--- src/design/mmr_defs.svh ---
// mmr_defs.svh: offsets, field positions, reset values and timing counts
// of the measurement readout slave; definitions only.
`ifndef MMR_DEFS_SVH
`define MMR_DEFS_SVH

`define MMR_CLK_HZ          25000000
`define MMR_BAUD_DEFAULT    19200
`define MMR_BAUD_DIV(b)     (`MMR_CLK_HZ / (b))
`define MMR_GAP_CHARS       7
`define MMR_BITS_PER_CHAR   10
`define MMR_FUNC_READ       8'h03
`define MMR_REG_PRESSURE    16'h0002
`define MMR_REG_FLOW        16'h0006
`define MMR_REG_CONSUMPTION 16'h0008
`define MMR_REG_LIMIT       16'h000A
`define MMR_CRC_INIT        16'hFFFF
`define MMR_CRC_POLY        16'hA001
`define MMR_MAX_REGS        8'h0A
`define MMR_REQ_LEN         8

`endif

--- src/design/mmr_pkg.sv ---
// mmr_pkg: types used by the readout slave's frame logic.
// assumes mmr_defs.svh is compiled alongside.
package mmr_pkg;
    typedef enum logic [3:0] {
        MMR_RX_IDLE  = 4'b0001,
        MMR_RX_FRAME = 4'b0010,
        MMR_RX_TURN  = 4'b0100,
        MMR_RX_SEND  = 4'b1000
    } mmr_state_t;
endpackage : mmr_pkg

--- src/design/mmr_tx_if.sv ---
// mmr_tx_if: byte handshake between frame logic and the transmitter.
// assumes one clock domain shared by both ends.
`timescale 1ns/1ps
`default_nettype none
interface mmr_tx_if;
    logic       valid;
    logic [7:0] data;
    logic       ready;
    modport src (output valid, output data, input ready);
    modport snk (input valid, input data, output ready);
endinterface : mmr_tx_if
`default_nettype wire

--- src/design/mmr_slave.sv ---
// mmr_slave: serial RTU slave serving flow, consumption and pressure.
// assumes measurement words and configuration inputs are synchronous to i_clk.
`timescale 1ns/1ps
`default_nettype none
`include "mmr_defs.svh"
module mmr_slave #(
    parameter logic [15:0] BAUD_DEFAULT = 16'(`MMR_BAUD_DEFAULT)
) (
    input  wire logic        i_clk,
    input  wire logic        i_rst,
    input  wire logic        i_rx,
    input  wire logic [7:0]  i_station_addr,
    input  wire logic [15:0] i_baud_div,
    input  wire logic [31:0] i_flow_value,
    input  wire logic [31:0] i_consumption_total,
    input  wire logic [31:0] i_pressure_value,
    output logic             o_tx,
    output logic             o_tx_en,
    output logic             o_frame_ok
);
    // ----------------------------------------------------------------
    // helpers
    // ----------------------------------------------------------------
    function automatic logic [15:0] crc_step(input logic [15:0] c, input logic [7:0] d);
        logic [15:0] r;
        r = c ^ {8'h00, d};
        for (int i = 0; i < 8; i++) begin
            r = r[0] ? ((r >> 1) ^ `MMR_CRC_POLY) : (r >> 1);
        end
        return r;
    endfunction : crc_step

    // ----------------------------------------------------------------
    // input sync and receiver
    // ----------------------------------------------------------------
    logic [2:0]  rx_sync_reg, rx_sync_next;
    logic [15:0] div;
    // a zero divider would stall the link; fall back to default rate
    assign div = (i_baud_div == 16'h0000) ? 16'(`MMR_CLK_HZ / BAUD_DEFAULT) : i_baud_div;

    logic        rx_line;
    assign rx_line = rx_sync_reg[2];

    logic [15:0] rcnt_reg, rcnt_next;
    logic [3:0]  rbit_reg, rbit_next;
    logic [7:0]  rsh_reg,  rsh_next;
    logic        rbusy_reg, rbusy_next;
    logic        rbyte;
    logic [23:0] idle_reg, idle_next;
    logic [23:0] gap_cycles;
    assign gap_cycles = 24'(div) * 24'(`MMR_GAP_CHARS * `MMR_BITS_PER_CHAR);

    always_comb begin
        rcnt_next  = rcnt_reg;
        rbit_next  = rbit_reg;
        rsh_next   = rsh_reg;
        rbusy_next = rbusy_reg;
        rbyte      = 1'b0;
        rx_sync_next = {rx_sync_reg[1:0], i_rx};
        if (!rbusy_reg) begin
            if (rx_sync_reg[2] == 1'b0 && rx_sync_reg[1] == 1'b0) begin
                rbusy_next = 1'b1;
                rcnt_next  = {1'b0, div[15:1]};
                rbit_next  = 4'h0;
            end
        end else if (rcnt_reg >= div - 16'h0001) begin
            rcnt_next = 16'h0000;
            if (rbit_reg == 4'h0) begin
                if (rx_line) rbusy_next = 1'b0;
                rbit_next = 4'h1;
            end else if (rbit_reg == 4'h9) begin
                rbusy_next = 1'b0;
                rbyte      = rx_line;
            end else begin
                rsh_next  = {rx_line, rsh_reg[7:1]};
                rbit_next = rbit_reg + 4'h1;
            end
        end else begin
            rcnt_next = rcnt_reg + 16'h0001;
        end
        if (rbusy_reg || !rx_line) idle_next = 24'h000000;
        else if (idle_reg != 24'hFFFFFF) idle_next = idle_reg + 24'h000001;
        else idle_next = idle_reg;
    end

    always_ff @(posedge i_clk or posedge i_rst) begin
        if (i_rst) begin
            // idle level, so leaving reset shows no false start bit
            rx_sync_reg <= 3'h7;
            rcnt_reg    <= 16'h0000;
            rbit_reg    <= 4'h0;
            rsh_reg     <= 8'h00;
            rbusy_reg   <= 1'b0;
            idle_reg    <= 24'h000000;
        end else begin
            rx_sync_reg <= rx_sync_next;
            rcnt_reg    <= rcnt_next;
            rbit_reg    <= rbit_next;
            rsh_reg     <= rsh_next;
            rbusy_reg   <= rbusy_next;
            idle_reg    <= idle_next;
        end
    end

    // ----------------------------------------------------------------
    // register map
    // ----------------------------------------------------------------
    // two registers per value, high word first; unmapped registers read zero
    function automatic logic [15:0] reg_word(input logic [15:0] a, input logic [95:0] s);
        logic [31:0] v;
        v = 32'h00000000;
        if ((a & 16'hFFFE) == `MMR_REG_FLOW) begin
            v = s[95:64];
        end else if ((a & 16'hFFFE) == `MMR_REG_CONSUMPTION) begin
            v = s[63:32];
        end else if ((a & 16'hFFFE) == `MMR_REG_PRESSURE) begin
            v = s[31:0];
        end
        return a[0] ? v[15:0] : v[31:16];
    endfunction : reg_word

    // ----------------------------------------------------------------
    // frame logic
    // ----------------------------------------------------------------
    mmr_pkg::mmr_state_t state_reg, state_next;
    logic [7:0]  buf_reg [0:7];
    logic [7:0]  buf_next [0:7];
    logic [3:0]  rlen_reg,  rlen_next;
    logic [15:0] rcrc_reg,  rcrc_next;
    logic [15:0] start_reg, start_next;
    logic [3:0]  words_reg, words_next;
    logic [4:0]  tidx_reg,  tidx_next;
    logic [15:0] tcrc_reg,  tcrc_next;
    logic [95:0] snap_reg,  snap_next;
    logic        ok_reg,    ok_next;
    logic        tx_reg,    tx_next;
    logic        tx_en_reg, tx_en_next;
    logic        tx_line;
    logic        frame_good;
    logic [15:0] req_start, req_count;
    logic [4:0]  data_end,  reply_len, data_k;
    logic [15:0] word_now;
    logic [7:0]  tx_byte;
    mmr_tx_if    tx_if ();

    assign req_start  = {buf_reg[2], buf_reg[3]};
    assign req_count  = {buf_reg[4], buf_reg[5]};
    // a frame with its own crc appended folds to zero; address zero is never ours
    assign frame_good = (rlen_reg == 4'(`MMR_REQ_LEN)) && (rcrc_reg == 16'h0000)
                     && (buf_reg[0] == i_station_addr) && (i_station_addr != 8'h00)
                     && (buf_reg[1] == `MMR_FUNC_READ) && (req_count != 16'h0000)
                     && (req_count <= {8'h00, `MMR_MAX_REGS})
                     && (({1'b0, req_start} + {1'b0, req_count}) <= {1'b0, `MMR_REG_LIMIT});
    assign data_end    = 5'h03 + {words_reg, 1'b0};
    assign reply_len   = data_end + 5'h02;
    assign data_k      = tidx_reg - 5'h03;
    assign word_now    = reg_word(start_reg + {12'h000, data_k[4:1]}, snap_reg);
    assign tx_if.valid = (state_reg == mmr_pkg::MMR_RX_SEND) && (tidx_reg < reply_len);
    assign tx_if.data  = tx_byte;

    always_comb begin
        if (tidx_reg == 5'h00) begin
            tx_byte = buf_reg[0];
        end else if (tidx_reg == 5'h01) begin
            tx_byte = `MMR_FUNC_READ;
        end else if (tidx_reg == 5'h02) begin
            tx_byte = {3'h0, words_reg, 1'b0};
        end else if (tidx_reg < data_end) begin
            // no swap: register bytes leave high first, ABCD as held
            tx_byte = data_k[0] ? word_now[7:0] : word_now[15:8];
        end else if (tidx_reg == data_end) begin
            tx_byte = tcrc_reg[7:0];
        end else begin
            tx_byte = tcrc_reg[15:8];
        end
    end

    mmr_uart_tx u_tx (
        .i_clk  (i_clk),
        .i_rst  (i_rst),
        .i_div  (div),
        .tx     (tx_if),
        .o_line (tx_line),
        .o_busy ()
    );

    always_comb begin
        state_next = state_reg;
        for (int i = 0; i < 8; i++) begin
            buf_next[i] = buf_reg[i];
        end
        rlen_next  = rlen_reg;
        rcrc_next  = rcrc_reg;
        start_next = start_reg;
        words_next = words_reg;
        tidx_next  = tidx_reg;
        tcrc_next  = tcrc_reg;
        snap_next  = snap_reg;
        ok_next    = 1'b0;
        tx_next    = tx_line;
        tx_en_next = (state_reg == mmr_pkg::MMR_RX_SEND);
        case (state_reg)
            mmr_pkg::MMR_RX_IDLE: begin
                if (rbyte) begin
                    buf_next[0] = rsh_reg;
                    rlen_next   = 4'h1;
                    rcrc_next   = crc_step(`MMR_CRC_INIT, rsh_reg);
                    state_next  = mmr_pkg::MMR_RX_FRAME;
                end
            end
            mmr_pkg::MMR_RX_FRAME: begin
                if (rbyte) begin
                    // keep counting past the buffer so overlong frames fail
                    if (rlen_reg < 4'h8) begin
                        buf_next[rlen_reg[2:0]] = rsh_reg;
                    end
                    if (rlen_reg != 4'h9) begin
                        rlen_next = rlen_reg + 4'h1;
                    end
                    rcrc_next = crc_step(rcrc_reg, rsh_reg);
                end
                if (idle_reg == gap_cycles) begin
                    state_next = mmr_pkg::MMR_RX_TURN;
                end
            end
            mmr_pkg::MMR_RX_TURN: begin
                if (frame_good) begin
                    state_next = mmr_pkg::MMR_RX_SEND;
                    start_next = req_start;
                    words_next = req_count[3:0];
                    tidx_next  = 5'h00;
                    tcrc_next  = `MMR_CRC_INIT;
                    // snapshot, so no value tears between its two registers
                    snap_next  = {i_flow_value, i_consumption_total, i_pressure_value};
                    ok_next    = 1'b1;
                end else begin
                    state_next = mmr_pkg::MMR_RX_IDLE;
                end
            end
            mmr_pkg::MMR_RX_SEND: begin
                if (tx_if.valid && tx_if.ready) begin
                    tidx_next = tidx_reg + 5'h01;
                    if (tidx_reg < data_end) begin
                        tcrc_next = crc_step(tcrc_reg, tx_byte);
                    end
                end
                if ((tidx_reg == reply_len) && tx_if.ready) begin
                    state_next = mmr_pkg::MMR_RX_IDLE;
                end
            end
            default: begin
                state_next = mmr_pkg::MMR_RX_IDLE;
            end
        endcase
    end

    always_ff @(posedge i_clk or posedge i_rst) begin
        if (i_rst) begin
            state_reg <= mmr_pkg::MMR_RX_IDLE;
            for (int i = 0; i < 8; i++) begin
                buf_reg[i] <= 8'h00;
            end
            rlen_reg  <= 4'h0;
            rcrc_reg  <= `MMR_CRC_INIT;
            start_reg <= 16'h0000;
            words_reg <= 4'h0;
            tidx_reg  <= 5'h00;
            tcrc_reg  <= `MMR_CRC_INIT;
            snap_reg  <= 96'h0;
            ok_reg    <= 1'b0;
            tx_reg    <= 1'b1;
            tx_en_reg <= 1'b0;
        end else begin
            state_reg <= state_next;
            for (int i = 0; i < 8; i++) begin
                buf_reg[i] <= buf_next[i];
            end
            rlen_reg  <= rlen_next;
            rcrc_reg  <= rcrc_next;
            start_reg <= start_next;
            words_reg <= words_next;
            tidx_reg  <= tidx_next;
            tcrc_reg  <= tcrc_next;
            snap_reg  <= snap_next;
            ok_reg    <= ok_next;
            tx_reg    <= tx_next;
            tx_en_reg <= tx_en_next;
        end
    end

    assign o_tx       = tx_reg;
    assign o_tx_en    = tx_en_reg;
    assign o_frame_ok = ok_reg;

    gap_ends_frame_a: assert property (
        @(posedge i_clk) disable iff (i_rst)
        (state_reg == mmr_pkg::MMR_RX_FRAME) && (idle_reg == gap_cycles)
        |=> (state_reg == mmr_pkg::MMR_RX_TURN)) else $error("idle gap did not end the frame");
    reply_starts_a: assert property (
        @(posedge i_clk) disable iff (i_rst)
        (state_reg == mmr_pkg::MMR_RX_TURN) && frame_good
        |=> (state_reg == mmr_pkg::MMR_RX_SEND) && tx_if.valid) else $error("reply was delayed");
    bad_frame_quiet_a: assert property (
        @(posedge i_clk) disable iff (i_rst)
        (state_reg == mmr_pkg::MMR_RX_TURN) && !frame_good
        |=> (state_reg == mmr_pkg::MMR_RX_IDLE) && !ok_reg) else $error("refused frame answered");
    own_station_a: assert property (
        @(posedge i_clk) disable iff (i_rst)
        ok_reg |-> $past(buf_reg[0] == i_station_addr)) else $error("foreign address accepted");
    func_code_a: assert property (
        @(posedge i_clk) disable iff (i_rst)
        (state_reg == mmr_pkg::MMR_RX_SEND) && (tidx_reg == 5'h01)
        |-> (tx_if.data == `MMR_FUNC_READ)) else $error("reply function code wrong");
    line_idle_a: assert property (
        @(posedge i_clk) disable iff (i_rst)
        !tx_en_reg |-> tx_reg) else $error("line not idle high while released");
endmodule : mmr_slave
`default_nettype wire

--- src/design/mmr_uart_tx.sv ---
// mmr_uart_tx: 8N1 character transmitter with runtime baud divider.
// assumes i_div is held stable while a character is in flight.
`timescale 1ns/1ps
`default_nettype none
`include "mmr_defs.svh"
module mmr_uart_tx (
    input  wire logic        i_clk,
    input  wire logic        i_rst,
    input  wire logic [15:0] i_div,
    mmr_tx_if.snk            tx,
    output logic             o_line,
    output logic             o_busy
);
    logic [15:0] cnt_reg,  cnt_next;
    logic [3:0]  bit_reg,  bit_next;
    logic [9:0]  sh_reg,   sh_next;
    logic        busy_reg, busy_next;

    always_comb begin
        cnt_next  = cnt_reg;
        bit_next  = bit_reg;
        sh_next   = sh_reg;
        busy_next = busy_reg;
        if (!busy_reg) begin
            if (tx.valid) begin
                // stop, data lsb first, start; 8N1
                sh_next   = {1'b1, tx.data, 1'b0};
                busy_next = 1'b1;
                cnt_next  = 16'h0000;
                bit_next  = 4'h0;
            end
        end else if (cnt_reg >= i_div - 16'h0001) begin
            cnt_next = 16'h0000;
            sh_next  = {1'b1, sh_reg[9:1]};
            if (bit_reg == 4'(`MMR_BITS_PER_CHAR - 1)) begin
                busy_next = 1'b0;
            end else begin
                bit_next = bit_reg + 4'h1;
            end
        end else begin
            cnt_next = cnt_reg + 16'h0001;
        end
    end

    always_ff @(posedge i_clk or posedge i_rst) begin
        if (i_rst) begin
            cnt_reg  <= 16'h0000;
            bit_reg  <= 4'h0;
            sh_reg   <= 10'h3FF;
            busy_reg <= 1'b0;
        end else begin
            cnt_reg  <= cnt_next;
            bit_reg  <= bit_next;
            sh_reg   <= sh_next;
            busy_reg <= busy_next;
        end
    end

    assign tx.ready = !busy_reg;
    assign o_line   = busy_reg ? sh_reg[0] : 1'b1;
    assign o_busy   = busy_reg;
endmodule : mmr_uart_tx
`default_nettype wire

--- config.mk ---
export PLATFORM = sky130hd
export DESIGN_NAME = mmr_slave
export DESIGN_NICKNAME = d
export VERILOG_FILES = /design/src/design/mmr_pkg.sv /design/src/design/mmr_tx_if.sv /design/src/design/mmr_slave.sv /design/src/design/mmr_uart_tx.sv
export VERILOG_INCLUDE_DIRS = /design/src /design/src/design
export SDC_FILE = /design/constraint.sdc
export NUM_CORES = 1
export LEC_CHECK = 0
export ABC_AREA = 1
export BUFFER_PORTS_ARGS = -buffer_cell sky130_fd_sc_hd__buf_2
export CAP_MARGIN = 20
export CORE_ASPECT_RATIO = 1.1
export CORE_UTILIZATION = 58
export CTS_BUF_LIST = sky130_fd_sc_hd__clkbuf_8
export CTS_CLUSTER_DIAMETER = 50
export CTS_CLUSTER_SIZE = 24
export DETAILED_ROUTE_END_ITERATION = 6
export PLACE_DENSITY = 0.8
export SYNTH_ARGS = -nofsm -noshare
export SYNTH_HDL_FRONTEND = slang
export SYNTH_SLANG_ARGS = --single-unit
--- constraint.sdc ---
create_clock -name i_clk -period 9.7 [get_ports i_clk]
set_clock_uncertainty 0.1 [all_clocks]
set_input_delay 1.455 -clock i_clk [delete_from_list [all_inputs] [get_ports i_clk]]
set_output_delay 1.455 -clock i_clk [all_outputs]
set_load 0.01 [all_outputs]
==> results.toml <==
[setup_path]
critical_path.max_fanout = 11
required_ns = 10.11
regToRegSetupSlack_ns = 3.96
timing.critical_path.mode_cell = "o21ai_0"
r2r_start = "tidx_reg[0]$_DFFE_PP0P_"
startpoint_type = "primary input"
worstPathArrival_ns = 7.40
crit_slowest_cell = "or4_1"
worstRegToRegCells = 33
max_stage_delay_ns = 0.54
r2r-end = "tcrc_reg[0]$_DFFE_PP1P_"
critPathKind = "primary input to register"
worst_setup_path_end_kind = "register"

[global_route]
grt_usage_pct = 29.87
grt_max_degree = 170
grt_pass1_wl_mm = 84.76
grt.overflow.total = 0
first_global_vias = 17775
antenna_found_initial = 1

[route]
routed_wirelength_mm = 51.43
drc = 1
ant_nets = 0
routedWlPerCell_um = 16.18
drt_iter0_drc = 1589
dr_total_vias = 18004
viasPerCell = 5.663
dr.pass1.iters = 7

[floorplanning]
die-area_um2 = 34950
start_util_pct = 59.30
pin_count = 126
rows = 70
die_h_um = 196.0
core_um2 = 33460
die_w_um = 178.3

[synth]
synth_area_leaders = "dfrtp_1, nand2_1, ha_1, inv_1, dfstp_2"
synth_cell_type_count = 58
synthFlopType = "dfrtp_1"
muxShareOfSynthArea_pct = 0.3027
synth-edff-count = 0
synth_fa_ha_area_share_pct = 10.43
synth_top_area_share_pct = 31.79
yosys.area.top_type = "dfrtp_1"
synthesis.nets = 2901
synth_compound_area_share_pct = 11.71
ys_seq_area_share_pct = 37.88
synth_top_cells_by_count = "nand2_1, inv_1, dfrtp_1"
synth_cells = 2621
yosys_warnings = 0
synth_top_family_by_area = "simple AND/OR/NAND/NOR gates"
ys_async_sr_fraction_pct = 100.0
synth_simple_gate_area_share_pct = 25.87
synth_xor_area_share_pct = 5.430
synth-seq-cells = 298
yosysMostFrequentCell = "nand2_1"
syn_area_per_cell_um2 = 7.569
synth_area_um2 = 19840

[sta]
tightest_slew_ns = 1.089
rsz0062_at_grt = "false"
finalSetupViolations = 0
tns_ns = 0
slew_headroom_pct = 27.37
final-max-slew-violation-count = 0
fmax_mhz = 143.1
period_share_pct = 72.02
fin_crit_ns = 6.986
hold_viol = 0
setup_slack_ns = 2.714

[pwr]
powerDensity_nw_per_um2 = 145.1
p_leak_nw = 11.13
max-vdd-ir-drop_mv = 0.1241
power_mw = 3.141

[clocking]
clockBufferDepth = 3
h-tree-depth = 2
cts.sinks = 298
numCtsBuffers = 35
cts-root-buf = "clkbuf_8"
cts_setup_buffers = 0
worstSkewPairLatency_ns = 0.59
clk_pin_slew_ns = 0.11
cts_tree = "built"
hold_buffers = 0
cts_resized = 0

[place]
pre_cts_ws_ns = 2.192
dp_cells = 3113
place_hpwl_mm = 37.99
placed_area_um2 = 20790
io_buffer_count = 125
place_congestion = 0.9510

[cells_and_area]
design_area_um2 = 21650
stdcell_count = 3179
area_growth_pct = 9.132
largest_register_ffs = 96
fin_nets = 2999
drive_above_1_share_pct = 10.45
num-fill-cells = 2932

[min_path]
worstHoldStart = "rx_sync_reg[0]$_DFF_PP1_"
min_to = "rx_sync_reg[1]$_DFF_PP1_"
worstHoldPathCells = 0
holdCritPathClass = "register to register"

[flow_run]
maxCapViolCount = 0

[outcome]
status = "complete, but fails checks"
failed_checks = "design-rule violations"
[stage by stage]
| stage | util (%) | hold slack, ns |
|---|---|---|
| final | 64.71 | 0.2607 |
| after global routing | 64.71 | 0.2654 |
| after CTS | 64.68 | 0.2616 |
| after detailed placement | 62.15 | 0.2487 |
| after global placement | 62.15 | 0.2503 |
| after floorplan | - | 0.2452 |
[logic make-up (layout without fill, tap and decap cells)]
kind of cell | after synthesis | after routing
other | 0 | 1
muxes | 6 | 6
DFF | 298 | 298
buffers and inverters | 432 | 557
adders and majority gates | 157 | 157
AOI/OAI and AO/OA | 406 | 406
and+or+nand+nor | 1199 | 1199
xor gates and xnor gates | 123 | 123
[placed cells by master, fill, tap and decap left out, types with 10 or more instances in the layout]
cell type  instances
nor2_1           158
or2_2             11
xnor2_1           35
dfrtp_1          252
o31ai_1           14
inv_1            348
o221ai_1          11
o211ai_1          10
nand3_1          156
a21oi_1           90
dfstp_2           46
fa_1              14
o22ai_1           32
a31oi_1           15
nand4_1           53
buf_2            125
nand2_2           12
nor4_1            28
xor2_1            88
buf_4             13
ha_1             143
nor3_1            38
o21ai_0          191
clkbuf_8          38
nand2_1          711
[worst max path at each step]
stage          slack (ns)           start  depth (start not counted)                  endpoint
6_report             2.71  i_baud_div[11]                         29  state_reg[0]$_DFFE_PP1P_
5_1_grt              2.15  i_baud_div[11]                         31  state_reg[1]$_DFFE_PP0P_
4_1_cts              2.78  i_baud_div[11]                         29  state_reg[0]$_DFFE_PP1P_
3_5_place_dp         2.19  i_baud_div[11]                         29  state_reg[0]$_DFFE_PP1P_
3_3_place_gp         2.41  i_baud_div[11]                         31  state_reg[0]$_DFFE_PP1P_
2_1_floorplan        3.03  i_baud_div[11]                         31  state_reg[0]$_DFFE_PP1P_
[report_power, final]
part | leakage, nW | total [mW] | switching, mW | internal, mW
logic | 6.94 | 0.706 | 0.436 | 0.271
clock network | 0.437 | 1.06 | 0.536 | 0.525
registers | 3.76 | 1.37 | 0.0713 | 1.30
total | 11.1 | 3.14 | 1.04 | 2.10
[worst max-delay path: cells and delay by family]
family / cells / cell delay [ns]
xor gates and xnor gates: 2 / 0.39
buffers and inverters: 5 / 0.67
and+or+nand+nor: 12 / 1.87
AOI/OAI and AO/OA: 6 / 1.62
adders and majority gates: 4 / 1.39
[metal layers]
metal / up-vias / share of wire (%) / GRT usage (%)
met2: 651 / 48 / 51.26
li1: 8771 / - / -
met1: 8445 / 41 / 36.69
met3: 137 / 6.1 / 4.322
met4: 0 / 4.3 / 14.19
met5: - / 0 / 0
[final cells by class]
| type | count | area, um2 | share of cell area (%) |
|---|---|---|---|
| Multi-Input combinational cell | 1891 | 10670 | 49.27 |
| Sequential cell | 298 | 7515 | 34.71 |
| Inverter | 354 | 1335 | 6.166 |
| Timing Repair Buffer | 139 | 743.2 | 3.433 |
| Tap cell | 432 | 540.5 | 2.497 |
| Clock buffer | 38 | 523.0 | 2.416 |
| Clock inverter | 26 | 324.1 | 1.497 |
| Antenna cell | 1 | 2.502 | 0.01156 |
No activity file was read; power rests on OpenSTA's default activity.
